## src/core/pdmr_regs.svh

```systemverilog
// Register offsets, field positions and reset values of the DMA channel pair
`ifndef PDMR_REGS_SVH
`define PDMR_REGS_SVH
// ==========================================================================
// Register byte offsets
`define PDMR_RX_CUR_PTR 8'h00
`define PDMR_RX_CUR_CNT 8'h04
`define PDMR_TX_CUR_PTR 8'h08
`define PDMR_TX_CUR_CNT 8'h0C
`define PDMR_RX_NXT_PTR 8'h10
`define PDMR_RX_NXT_CNT 8'h14
`define PDMR_TX_NXT_PTR 8'h18
`define PDMR_TX_NXT_CNT 8'h1C
`define PDMR_CTRL 8'h20
`define PDMR_STATUS 8'h24
`define PDMR_FLAGS 8'h28
`define PDMR_CONFIG 8'h2C
// ==========================================================================
// Field positions
`define PDMR_CTL_RX_EN 0
`define PDMR_CTL_RX_DIS 1
`define PDMR_CTL_TX_EN 8
`define PDMR_CTL_TX_DIS 9
`define PDMR_STS_RX 0
`define PDMR_STS_TX 8
`define PDMR_FLG_RX_END 0
`define PDMR_FLG_RX_FULL 1
`define PDMR_FLG_TX_END 2
`define PDMR_FLG_TX_EMPTY 3
`define PDMR_CFG_HD 0
`define PDMR_CFG_SIZE 1
// ==========================================================================
// Reset values and item size codes
`define PDMR_PTR_RST 32'h0000_0000
`define PDMR_CNT_RST 16'h0000
`define PDMR_SIZE_BYTE 2'h0
`define PDMR_SIZE_HALF 2'h1
`define PDMR_SIZE_WORD 2'h2
`define PDMR_STEP_BYTE 32'h0000_0001
`define PDMR_STEP_HALF 32'h0000_0002
`define PDMR_STEP_WORD 32'h0000_0004
`endif

```

## src/core/unused_placeholder_none.sv

```systemverilog
// Intentionally empty compile unit marker
`timescale 1ns/1ps
`default_nettype none
`default_nettype wire

```

## src/core/pdmr_pkg.sv

```systemverilog
// Types shared by the DMA channel pair and its bench
package pdmr_pkg;
   typedef enum logic [1:0] {st_idle, st_rx_wr, st_tx_rd, st_settle} pdmr_state_t;
   typedef struct packed {
      logic req;
      logic we;
      logic [31:0] addr;
      logic [31:0] wdata;
      logic [1:0] size;
   } pdmr_mem_req_t;
   typedef struct packed {
      logic ack;
      logic [31:0] rdata;
   } pdmr_mem_rsp_t;
endpackage

```

## src/core/pdmr_channel.sv

```systemverilog
// Peripheral DMA channel pair with APB register file and memory engine
// ==========================================================================
// Summary of operation
// - Transmit count zero halts transmit; non-zero runs when the channel is enabled.
// - Half-duplex uses one current count for both directions.
// - Receive next pointer holds the following buffer; shared in half-duplex.
// - Receive next count is 16 bits at 15:0; shared in half-duplex.
// - Transmit next pointer is a full 32-bit read/write address.
// - Transmit next count is 16 bits at 15:0, upper bits read zero.
// - Control bit 0 enables receive unless bit 1 is also set.
// - Control bit 1 disables receive and wins over enable.
// - Control bit 8 enables transmit requests.
// - Control bit 9 disables transmit requests.
// - Half-duplex: enabling receive turns transmit off.
// - Half-duplex: transmit enable acts only without receive enable or disable in that write.
// - Half-duplex: disabling receive turns transmit off too.
// - Half-duplex: disabling transmit turns receive off too.
// - Status bit 0 shows receive enable, bit 8 transmit enable.
// - At count zero stop and flag, or reload next pair and clear it.
// - Pointer steps 1, 2 or 4 bytes per item by size.
// - Non-zero write to current or next count clears that direction's flags.
//
// Chosen here: the APB slave port and the register addresses.
`timescale 1ns/1ps
`default_nettype none
`include "pdmr_regs.svh"
module pdmr_channel #(
   parameter int CNT_W = 16
) (
   input wire logic core_clk_i, // 250 MHz clock
   input wire logic rstn_i, // Synchronous reset, active low
   input wire logic psel_i, // APB select
   input wire logic penable_i, // APB enable
   input wire logic pwrite_i, // APB direction
   input wire logic [7:0] paddr_i, // APB byte address
   input wire logic [31:0] pwdata_i, // APB write data
   output logic [31:0] prdata_o, // APB read data
   output logic pready_o, // APB ready
   output logic pslverr_o, // APB error on unmapped address
   input wire logic rx_ready_i, // Peripheral holds received data
   input wire logic [31:0] rx_data_i, // Received data
   output logic rx_take_o, // Pulse: received data taken
   input wire logic tx_ready_i, // Peripheral can accept data
   output logic [31:0] tx_data_o, // Data for the peripheral
   output logic tx_load_o, // Pulse: tx_data_o valid
   output pdmr_pkg::pdmr_mem_req_t mem_o, // Memory request
   input wire pdmr_pkg::pdmr_mem_rsp_t mem_i // Memory answer
);
   // =======================================================================
   // Register state
   logic [31:0] cur_ptr [2];
   logic [CNT_W-1:0] cur_cnt [2];
   logic [31:0] nxt_ptr [2];
   logic [CNT_W-1:0] nxt_cnt [2];
   logic [1:0] end_flag;
   logic [1:0] buf_flag;
   logic rx_en;
   logic tx_en;
   logic half_duplex;
   logic [1:0] item_size;
   pdmr_pkg::pdmr_state_t state;
   logic act_ch;

   // =======================================================================
   // APB decode
   wire setup = psel_i & ~penable_i;
   wire access = psel_i & penable_i & pready_o;
   wire wr_acc = access & pwrite_i;
   wire hit_rcp = paddr_i == `PDMR_RX_CUR_PTR;
   wire hit_rcc = paddr_i == `PDMR_RX_CUR_CNT;
   wire hit_tcp = paddr_i == `PDMR_TX_CUR_PTR;
   wire hit_tcc = paddr_i == `PDMR_TX_CUR_CNT;
   wire hit_rnp = paddr_i == `PDMR_RX_NXT_PTR;
   wire hit_rnc = paddr_i == `PDMR_RX_NXT_CNT;
   wire hit_tnp = paddr_i == `PDMR_TX_NXT_PTR;
   wire hit_tnc = paddr_i == `PDMR_TX_NXT_CNT;
   wire hit_ctl = paddr_i == `PDMR_CTRL;
   wire hit_sts = paddr_i == `PDMR_STATUS;
   wire hit_flg = paddr_i == `PDMR_FLAGS;
   wire hit_cfg = paddr_i == `PDMR_CONFIG;
   wire mapped = hit_rcp | hit_rcc | hit_tcp | hit_tcc | hit_rnp | hit_rnc |
                 hit_tnp | hit_tnc | hit_ctl | hit_sts | hit_flg | hit_cfg;
   wire [31:0] cnt_word = {16'h0000, pwdata_i[15:0]};
   wire [31:0] sts_word = {23'h0, tx_en, 7'h00, rx_en};
   wire [31:0] flg_word = {28'h0, buf_flag[1], end_flag[1], buf_flag[0], end_flag[0]};
   wire [31:0] cfg_word = {29'h0, item_size, half_duplex};
   wire [31:0] rd_mux =
      hit_rcp ? cur_ptr[0] :
      hit_rcc ? 32'(cur_cnt[0]) :
      hit_tcp ? cur_ptr[1] :
      hit_tcc ? 32'(cur_cnt[1]) :
      hit_rnp ? nxt_ptr[0] :
      hit_rnc ? 32'(nxt_cnt[0]) :
      hit_tnp ? nxt_ptr[1] :
      hit_tnc ? 32'(nxt_cnt[1]) :
      hit_sts ? sts_word :
      hit_flg ? flg_word :
      hit_cfg ? cfg_word : 32'h0000_0000;

   always_ff @(posedge core_clk_i) begin
      if (!rstn_i) begin
         pready_o <= 1'b0;
         pslverr_o <= 1'b0;
         prdata_o <= 32'h0000_0000;
      end else begin
         pready_o <= setup;
         pslverr_o <= setup & ~mapped;
         prdata_o <= (setup & ~pwrite_i) ? rd_mux : 32'h0000_0000;
      end
   end

   // =======================================================================
   // Request enables
   wire ctl_wr = wr_acc & hit_ctl;
   wire w_rxen = pwdata_i[`PDMR_CTL_RX_EN];
   wire w_rxdis = pwdata_i[`PDMR_CTL_RX_DIS];
   wire w_txen = pwdata_i[`PDMR_CTL_TX_EN];
   wire w_txdis = pwdata_i[`PDMR_CTL_TX_DIS];
   wire rx_off = w_rxdis | (half_duplex & w_txdis);
   wire tx_off = w_txdis | (half_duplex & (w_rxen | w_rxdis));
   wire next_rx_en = ctl_wr ? (rx_off ? 1'b0 : (w_rxen | rx_en)) : rx_en;
   wire next_tx_en = ctl_wr ? (tx_off ? 1'b0 : (w_txen | tx_en)) : tx_en;

   always_ff @(posedge core_clk_i) begin
      if (!rstn_i) begin
         rx_en <= 1'b0;
         tx_en <= 1'b0;
         half_duplex <= 1'b0;
         item_size <= `PDMR_SIZE_BYTE;
      end else begin
         rx_en <= next_rx_en;
         tx_en <= next_tx_en;
         if (wr_acc & hit_cfg) begin
            half_duplex <= pwdata_i[`PDMR_CFG_HD];
            item_size <= pwdata_i[`PDMR_CFG_SIZE +: 2];
         end
      end
   end

   // =======================================================================
   // Pointer step and engine start
   wire [31:0] step = (item_size == `PDMR_SIZE_WORD) ? `PDMR_STEP_WORD :
                      (item_size == `PDMR_SIZE_HALF) ? `PDMR_STEP_HALF :
                      `PDMR_STEP_BYTE;
   wire rx_go = rx_en & (cur_cnt[0] != '0) & rx_ready_i;
   wire tx_go = tx_en & (cur_cnt[1] != '0) & tx_ready_i;
   wire busy = (state == pdmr_pkg::st_rx_wr) | (state == pdmr_pkg::st_tx_rd);
   wire item_done = busy & mem_i.ack;

   // =======================================================================
   // Per-direction pointers, counts and flags (0 receive, 1 transmit)
   for (genvar k = 0; k < 2; k++) begin : g_dir
      wire own_cp = (k == 0) ? hit_rcp : hit_tcp;
      wire own_cc = (k == 0) ? hit_rcc : hit_tcc;
      wire own_np = (k == 0) ? hit_rnp : hit_tnp;
      wire own_nc = (k == 0) ? hit_rnc : hit_tnc;
      wire oth_cp = (k == 0) ? hit_tcp : hit_rcp;
      wire oth_cc = (k == 0) ? hit_tcc : hit_rcc;
      wire oth_np = (k == 0) ? hit_tnp : hit_rnp;
      wire oth_nc = (k == 0) ? hit_tnc : hit_rnc;
      // Half-duplex writes land in both copies so they stay one value
      wire w_cp = wr_acc & (own_cp | (half_duplex & oth_cp));
      wire w_cc = wr_acc & (own_cc | (half_duplex & oth_cc));
      wire w_np = wr_acc & (own_np | (half_duplex & oth_np));
      wire w_nc = wr_acc & (own_nc | (half_duplex & oth_nc));
      wire upd = item_done & ((act_ch == 1'(k)) | half_duplex);
      wire last = cur_cnt[k] == CNT_W'(1);
      wire reload = last & (nxt_cnt[k] != '0);
      wire clr = (w_cc | w_nc) & (pwdata_i[15:0] != 16'h0000);
      always_ff @(posedge core_clk_i) begin
         if (!rstn_i) begin
            cur_ptr[k] <= `PDMR_PTR_RST;
            cur_cnt[k] <= CNT_W'(`PDMR_CNT_RST);
            nxt_ptr[k] <= `PDMR_PTR_RST;
            nxt_cnt[k] <= CNT_W'(`PDMR_CNT_RST);
            end_flag[k] <= 1'b0;
            buf_flag[k] <= 1'b0;
         end else begin
            if (w_cp) begin
               cur_ptr[k] <= pwdata_i;
            end else if (upd) begin
               cur_ptr[k] <= reload ? nxt_ptr[k] : cur_ptr[k] + step;
            end
            if (w_cc) begin
               cur_cnt[k] <= CNT_W'(cnt_word);
            end else if (upd) begin
               cur_cnt[k] <= reload ? nxt_cnt[k] : cur_cnt[k] - CNT_W'(1);
            end
            if (w_np) begin
               nxt_ptr[k] <= pwdata_i;
            end else if (upd & reload) begin
               nxt_ptr[k] <= `PDMR_PTR_RST;
            end
            if (w_nc) begin
               nxt_cnt[k] <= CNT_W'(cnt_word);
            end else if (upd & reload) begin
               nxt_cnt[k] <= CNT_W'(`PDMR_CNT_RST);
            end
            // A completion in the same cycle as a clearing write wins
            end_flag[k] <= (upd & last) | (end_flag[k] & ~clr);
            buf_flag[k] <= (upd & last & ~reload) | (buf_flag[k] & ~clr);
         end
      end
   end

   // =======================================================================
   // Memory engine
   always_ff @(posedge core_clk_i) begin
      if (!rstn_i) begin
         state <= pdmr_pkg::st_idle;
         act_ch <= 1'b0;
         mem_o <= '0;
         rx_take_o <= 1'b0;
         tx_load_o <= 1'b0;
         tx_data_o <= 32'h0000_0000;
      end else begin
         rx_take_o <= 1'b0;
         tx_load_o <= 1'b0;
         case (state)
            pdmr_pkg::st_idle: begin
               if (rx_go) begin
                  state <= pdmr_pkg::st_rx_wr;
                  act_ch <= 1'b0;
                  rx_take_o <= 1'b1;
                  mem_o <= '{req: 1'b1, we: 1'b1, addr: cur_ptr[0],
                             wdata: rx_data_i, size: item_size};
               end else if (tx_go) begin
                  state <= pdmr_pkg::st_tx_rd;
                  act_ch <= 1'b1;
                  mem_o <= '{req: 1'b1, we: 1'b0, addr: cur_ptr[1],
                             wdata: 32'h0000_0000, size: item_size};
               end
            end
            pdmr_pkg::st_rx_wr, pdmr_pkg::st_tx_rd: begin
               if (mem_i.ack) begin
                  mem_o.req <= 1'b0;
                  mem_o.we <= 1'b0;
                  state <= pdmr_pkg::st_settle;
                  if (state == pdmr_pkg::st_tx_rd) begin
                     tx_data_o <= mem_i.rdata;
                     tx_load_o <= 1'b1;
                  end
               end
            end
            // One idle cycle lets the peripheral drop its ready
            pdmr_pkg::st_settle: begin
               state <= pdmr_pkg::st_idle;
            end
            default: begin
               state <= pdmr_pkg::st_idle;
            end
         endcase
      end
   end
endmodule
`default_nettype wire

```

## config.mk

```make
export PLATFORM = sky130hd
export DESIGN_NAME = pdmr_channel
export DESIGN_NICKNAME = d
export VERILOG_FILES = /design/src/core/unused_placeholder_none.sv /design/src/core/pdmr_pkg.sv /design/src/core/pdmr_channel.sv
export VERILOG_INCLUDE_DIRS = /design/src /design/src/core
export SDC_FILE = /design/constraint.sdc
export NUM_CORES = 1
export LEC_CHECK = 0
export BUFFER_PORTS_ARGS = -buffer_cell sky130_fd_sc_hd__buf_4
export CAP_MARGIN = 25
export CORE_UTILIZATION = 54
export CTS_BUF_LIST = sky130_fd_sc_hd__clkbuf_8
export CTS_CLUSTER_DIAMETER = 150
export DETAILED_ROUTE_END_ITERATION = 10
export MAX_ROUTING_LAYER = met4
export PLACE_DENSITY = 0.75
export REMOVE_ABC_BUFFERS = 1
export SYNTH_ARGS = -nofsm -noshare
export SYNTH_HDL_FRONTEND = slang
export SYNTH_SLANG_ARGS = --single-unit
```

## constraint.sdc

```tcl
create_clock -name core_clk_i -period 4.6 [get_ports core_clk_i]
set_clock_uncertainty 0.15 [all_clocks]
set_input_delay 0.69 -clock core_clk_i [delete_from_list [all_inputs] [get_ports core_clk_i]]
set_output_delay 0.69 -clock core_clk_i [all_outputs]
set_load 0.1 [all_outputs]
```

; ---- After elaboration in Yosys (flattened, before gate mapping)
; Memory sizes are Yosys's and may differ from the RTL's.
; Cells that the tools add are included.
[word_totals]
reg_bits = 148
latchBits = 0
ram_bits = 192
rom_bits = 0
wordCells = 270
mem_count = 4
[op_classes]
add_sub_neg = 4
multipliers = 0
div = 0
magnitude_cmp = 0
eq_ne = 20
shift = 0
muxes = 100
bitwise = 104
reduce_logical = 17
[memory_table]
columns = memory, depth, width, read_ports, rd_clocked_by_memory_dff, wr, line_no
row1 = cur_ptr, 2, 32, 2, 0, 2, pdmr_channel.sv:51  ; logic [31:0] cur_ptr [2];
row2 = nxt_ptr, 2, 32, 2, 0, 2, pdmr_channel.sv:53  ; logic [31:0] nxt_ptr [2];
row3 = cur_cnt, 2, 16, 2, 0, 2, pdmr_channel.sv:52  ; logic [CNT_W-1:0] cur_cnt [2];
row4 = nxt_cnt, 2, 16, 2, 0, 2, pdmr_channel.sv:54  ; logic [CNT_W-1:0] nxt_cnt [2];
[ops]
columns = cell, n
row1 = $mux W32, 17
row2 = $mux W16, 11
row3 = $mux W68, 2
row4 = $reduce_bool A16 Y1, 5
row5 = $add A32 B3 Y32, 2
row6 = $mux W1, 59
row7 = $or A1 B1 Y1, 49
row8 = $and A1 B1 Y1, 47
row9 = $eq A16 B1 Y1 const B, 2
row10 = $eq A8 B5 Y1 const B, 4
row11 = $eq A8 B6 Y1 const B, 4
row12 = $sub A16 B1 Y16 const B, 2
row13 = $eq A8 B4 Y1 const B, 2
row14 = $mux W2, 5
row15 = $mux W9, 1
row16 = $reduce_and A3 Y1, 3
row17 = $eq A8 B3 Y1 const B, 1
row18 = $logic_not A8 Y1, 1
row19 = $not A1 Y1, 8
row20 = $reduce_and A2 Y1, 4
row21 = $eq A2 B2 Y1 const B, 3
row22 = $mux W3, 2
row23 = $pmux W2 S3, 1
row24 = $eq A2 B1 Y1 const B, 2
row25 = 7 further kinds, 8

; ---- Longest topological paths before layout
[depth]
word_depth = 14
mapped_depth = 10
mapped_depth_nobuf = 9

; ---- Least setup slack after synthesis
; OpenSTA, ideal clock, no wires.
[synth_path]
path_type = input-to-reg
from = input port paddr_i[5]
to = memory nxt_ptr[0][0], enable pin
setup_time_ps = 466
arrival_time_ps = 4257
t_required_ps = 3984
setup_slack_ps = -272
path_stages = 6
n_path_buf = 2
path_cell_list = clkbuf_1 -> or4b_1 -> clkbuf_1 -> nor3_4 -> a21oi_1 -> o21ai_0
[synth_lines]
columns = item, line_no
row1 = start: declaration, pdmr_channel.sv:35  ; input wire logic [7:0] paddr_i,
row2 = end: declaration, pdmr_channel.sv:53

==> results_dict.tcl <==
set metrics [dict create \
    synthMuxAreaShare_pct 3.422 \
    worstReg2RegStart "cur_cnt[0][0]" \
    crit_path_start "cur_cnt[0][0]" \
    synth-seq-cells 340 \
    place.gp.congestion 1.041 \
    cts_hold_buf 0 \
    peakVddDrop_mv 0.2065 \
    synth_fa_ha_area_share_pct 1.256 \
    avgRoutedWirePerCell_um 26.33 \
    yosysMostFrequentCell "nand2_1" \
    netlist_instances 1911 \
    synth_xor_area_share_pct 2.560 \
    fin_nets 2249 \
    first_pass_iters 6 \
    status "finished, final reports clean" \
    required_ps 4990 \
    die_area_mm2 0.03432 \
    cp_max_fo 34 \
    final_core_util_pct 65.81 \
    setup_viol 0 \
    hpwl_mm 49.02 \
    numCtsBuffers 57 \
    die_y_um 185.3 \
    core_mm2 0.03278 \
    grt_setup_unrepaired "no" \
    slew_viol_final 0 \
    synth_top_family_by_area "simple AND/OR/NAND/NOR gates" \
    die_w_um 185.3 \
    final.period_utilization_pct 78.43 \
    grt_max_degree 62 \
    cts_buffer_depth 3 \
    clkSinkCount 340 \
    wl_mm 68.75 \
    grt_pass1_wl_mm 99.88 \
    path_class "reg2reg" \
    power_density_mw_per_mm2 337.3 \
    ctsRootBufferMaster "clkbuf_8" \
    syn_area_mm2 0.01814 \
    grt_pass1_vias 15920 \
    grt.total_usage_pct 40.67 \
    start_kind "register" \
    yosysSeqAreaShare_pct 48.13 \
    async_flop_share_pct 0 \
    hold_slack_ps 139.4 \
    max_cap_violations 0 \
    areaGrowthSynthToFinish_pct 18.96 \
    fmaxAchievable_ghz 0.2772 \
    postRouteAntennaNets 0 \
    tightest_slew_ps 1057 \
    drive_above_1_share_pct 19.94 \
    synth_compound_area_share_pct 17.92 \
    ys.flop_type "edfxtp_1" \
    gr-total-overflow 0 \
    syn_avg_cell_area_um2 9.490 \
    power.total_uw 7276 \
    insertion_delay_ps 640 \
    netlist.area_leader.share_pct 31.79 \
    vias 17530 \
    synth_commonest_cells "nand2_1, edfxtp_1, dfxtp_1, clkbuf_1, o21ai_0" \
    cts_tree "yes" \
    worstRegToRegCells 8 \
    endpoint "mem_o[47]" \
    ys_types 85 \
    post_cts_buffers 0 \
    r2r-end "mem_o[47]" \
    cts_max_level 2 \
    route.detailed.drc 0 \
    placementRows 66 \
    reg2reg_slack_ps 990 \
    pin_count 248 \
    maxSlewHeadroom_pct 29.01 \
    grt_antenna_before_repair 3 \
    synth-simple-area-share_pct 22.50 \
    synth_area_leaders "edfxtp_1, dfxtp_1, nand2_1" \
    synth_edf_count 192 \
    io_buffer_count 247 \
    hold_path_class "in2reg" \
    netlist.top_cell.by_area "edfxtp_1" \
    drt_iter0_markers 2291 \
    fillers 2693 \
    hold_violations 0 \
    clkTransAtPathRegs_ps 70 \
    vias_per_cell 6.715 \
    min_period_ps 3608 \
    endpoint_kind "register" \
    worstPathArrival_ps 3990 \
    initial_core_util_pct 55.32 \
    ctsResizeCount 0 \
    ys_warn_count 0 \
    p_leak_uw 0.008243 \
]
-- sequential cells by signal, summed over array words and instances, names as in the netlist --
register     cells
end_flag         2
buf_flag         2
state            2
prdata_o        32
rx_en            1
mem_o           68
cur_cnt         32
act_ch           1
tx_data_o       32
rx_take_o        1
tx_load_o        1
half_duplex      1
pslverr_o        1
nxt_cnt         32
tx_en            1
pready_o         1
cur_ptr         64
item_size        2
nxt_ptr         64
-- layer usage --
metal,track usage [%],routed length [um],up-vias
met5,-,0,-
met4,21.39,3927,0
met3,9.516,9495,247
met2,60.03,29890,1400
met1,51.81,25440,8270
li1,-,-,7617
-- logic make-up after synthesis --
| family | after synthesis |
|---|---|
| xor gates and xnor gates | 53 |
| AOI/OAI and AO/OA | 470 |
| DFF | 340 |
| buffers and inverters | 182 |
| and+or+nand+nor | 789 |
| adders and majority gates | 17 |
| muxes | 60 |
-- worst max-delay path: stages (launching register included) --
cell and delay, ps:
edfxtp_1 490, inv_1 140, ha_1 310, nor4b_1 800, nand4_1 470, nand2_1 180, buf_4 430, nand2_1 190
a311oi_1 340
-- power breakdown --
group          switching [uW]  internal, uW
logic                     641           323
clock network            1260          1470
registers                 212          3370
total                    2120          5160
-- worst min path at each step --
stage,startpoint,to,slack (ps),cells after the start
after floorplan,end_flag[1],end_flag[1],290,2
after global placement,tx_data_o[17],tx_data_o[17],290,2
after detailed placement,tx_data_o[17],tx_data_o[17],300,2
after CTS,penable_i,pready_o,110,2
after global routing,penable_i,pready_o,130,2
final,penable_i,pready_o,140,2
-- through the flow --
stage	setup WS, ps	instance area [um^2]	std cells	TNS, ps
2_1_floorplan	-565.8	17480	1758	-18860
3_3_place_gp	1116	20380	2502	0
3_5_place_dp	1123	20410	2503	0
4_1_cts	1210	21570	2608	0
5_1_grt	909.3	21570	2611	0
6_report	992.0	21570	2611	0
-- placed cells by master, fill, tap and decap left out, types with 7 or more instances in the layout --
master      n
ha_1       15
o31a_1     12
nor4_1     47
a311oi_1   37
o31ai_1    18
inv_1      42
a211oi_1   16
o21ai_0   109
or4_1      23
xnor2_1    33
nand4_1    27
nand2b_1    8
a221oi_1   27
nor2_1     83
a21o_1     10
and3_1     33
edfxtp_1  192
dfxtp_1   148
or3_1      14
a21oi_1    97
a22o_1     42
a32oi_1     9
clkbuf_8   69
buf_4     302
nand2_1   269
and2_1     89
nor2b_1     7
and4_1     11
a31oi_1    13
xor2_1     20
nor3_1     79
o221ai_1   14
clkinv_1    7
o22ai_1     7
clkinv_2   13
nand3_1    51
mux2i_1    53
-- cell type report --
type                       count  area (um^2)  share of cell area [%]
inverter                      29        110.1                  0.5104
sequential                   340         8728                   40.46
multi-input combinational   1389         8725                   40.44
antenna                        3        7.507                 0.03480
clock inverter                36        206.4                  0.9569
timing repair buffer         303         2295                   10.64
tap                          442        553.0                   2.563
clock buffer                  69        949.7                   4.402
Power figures use the tool's default switching activity.
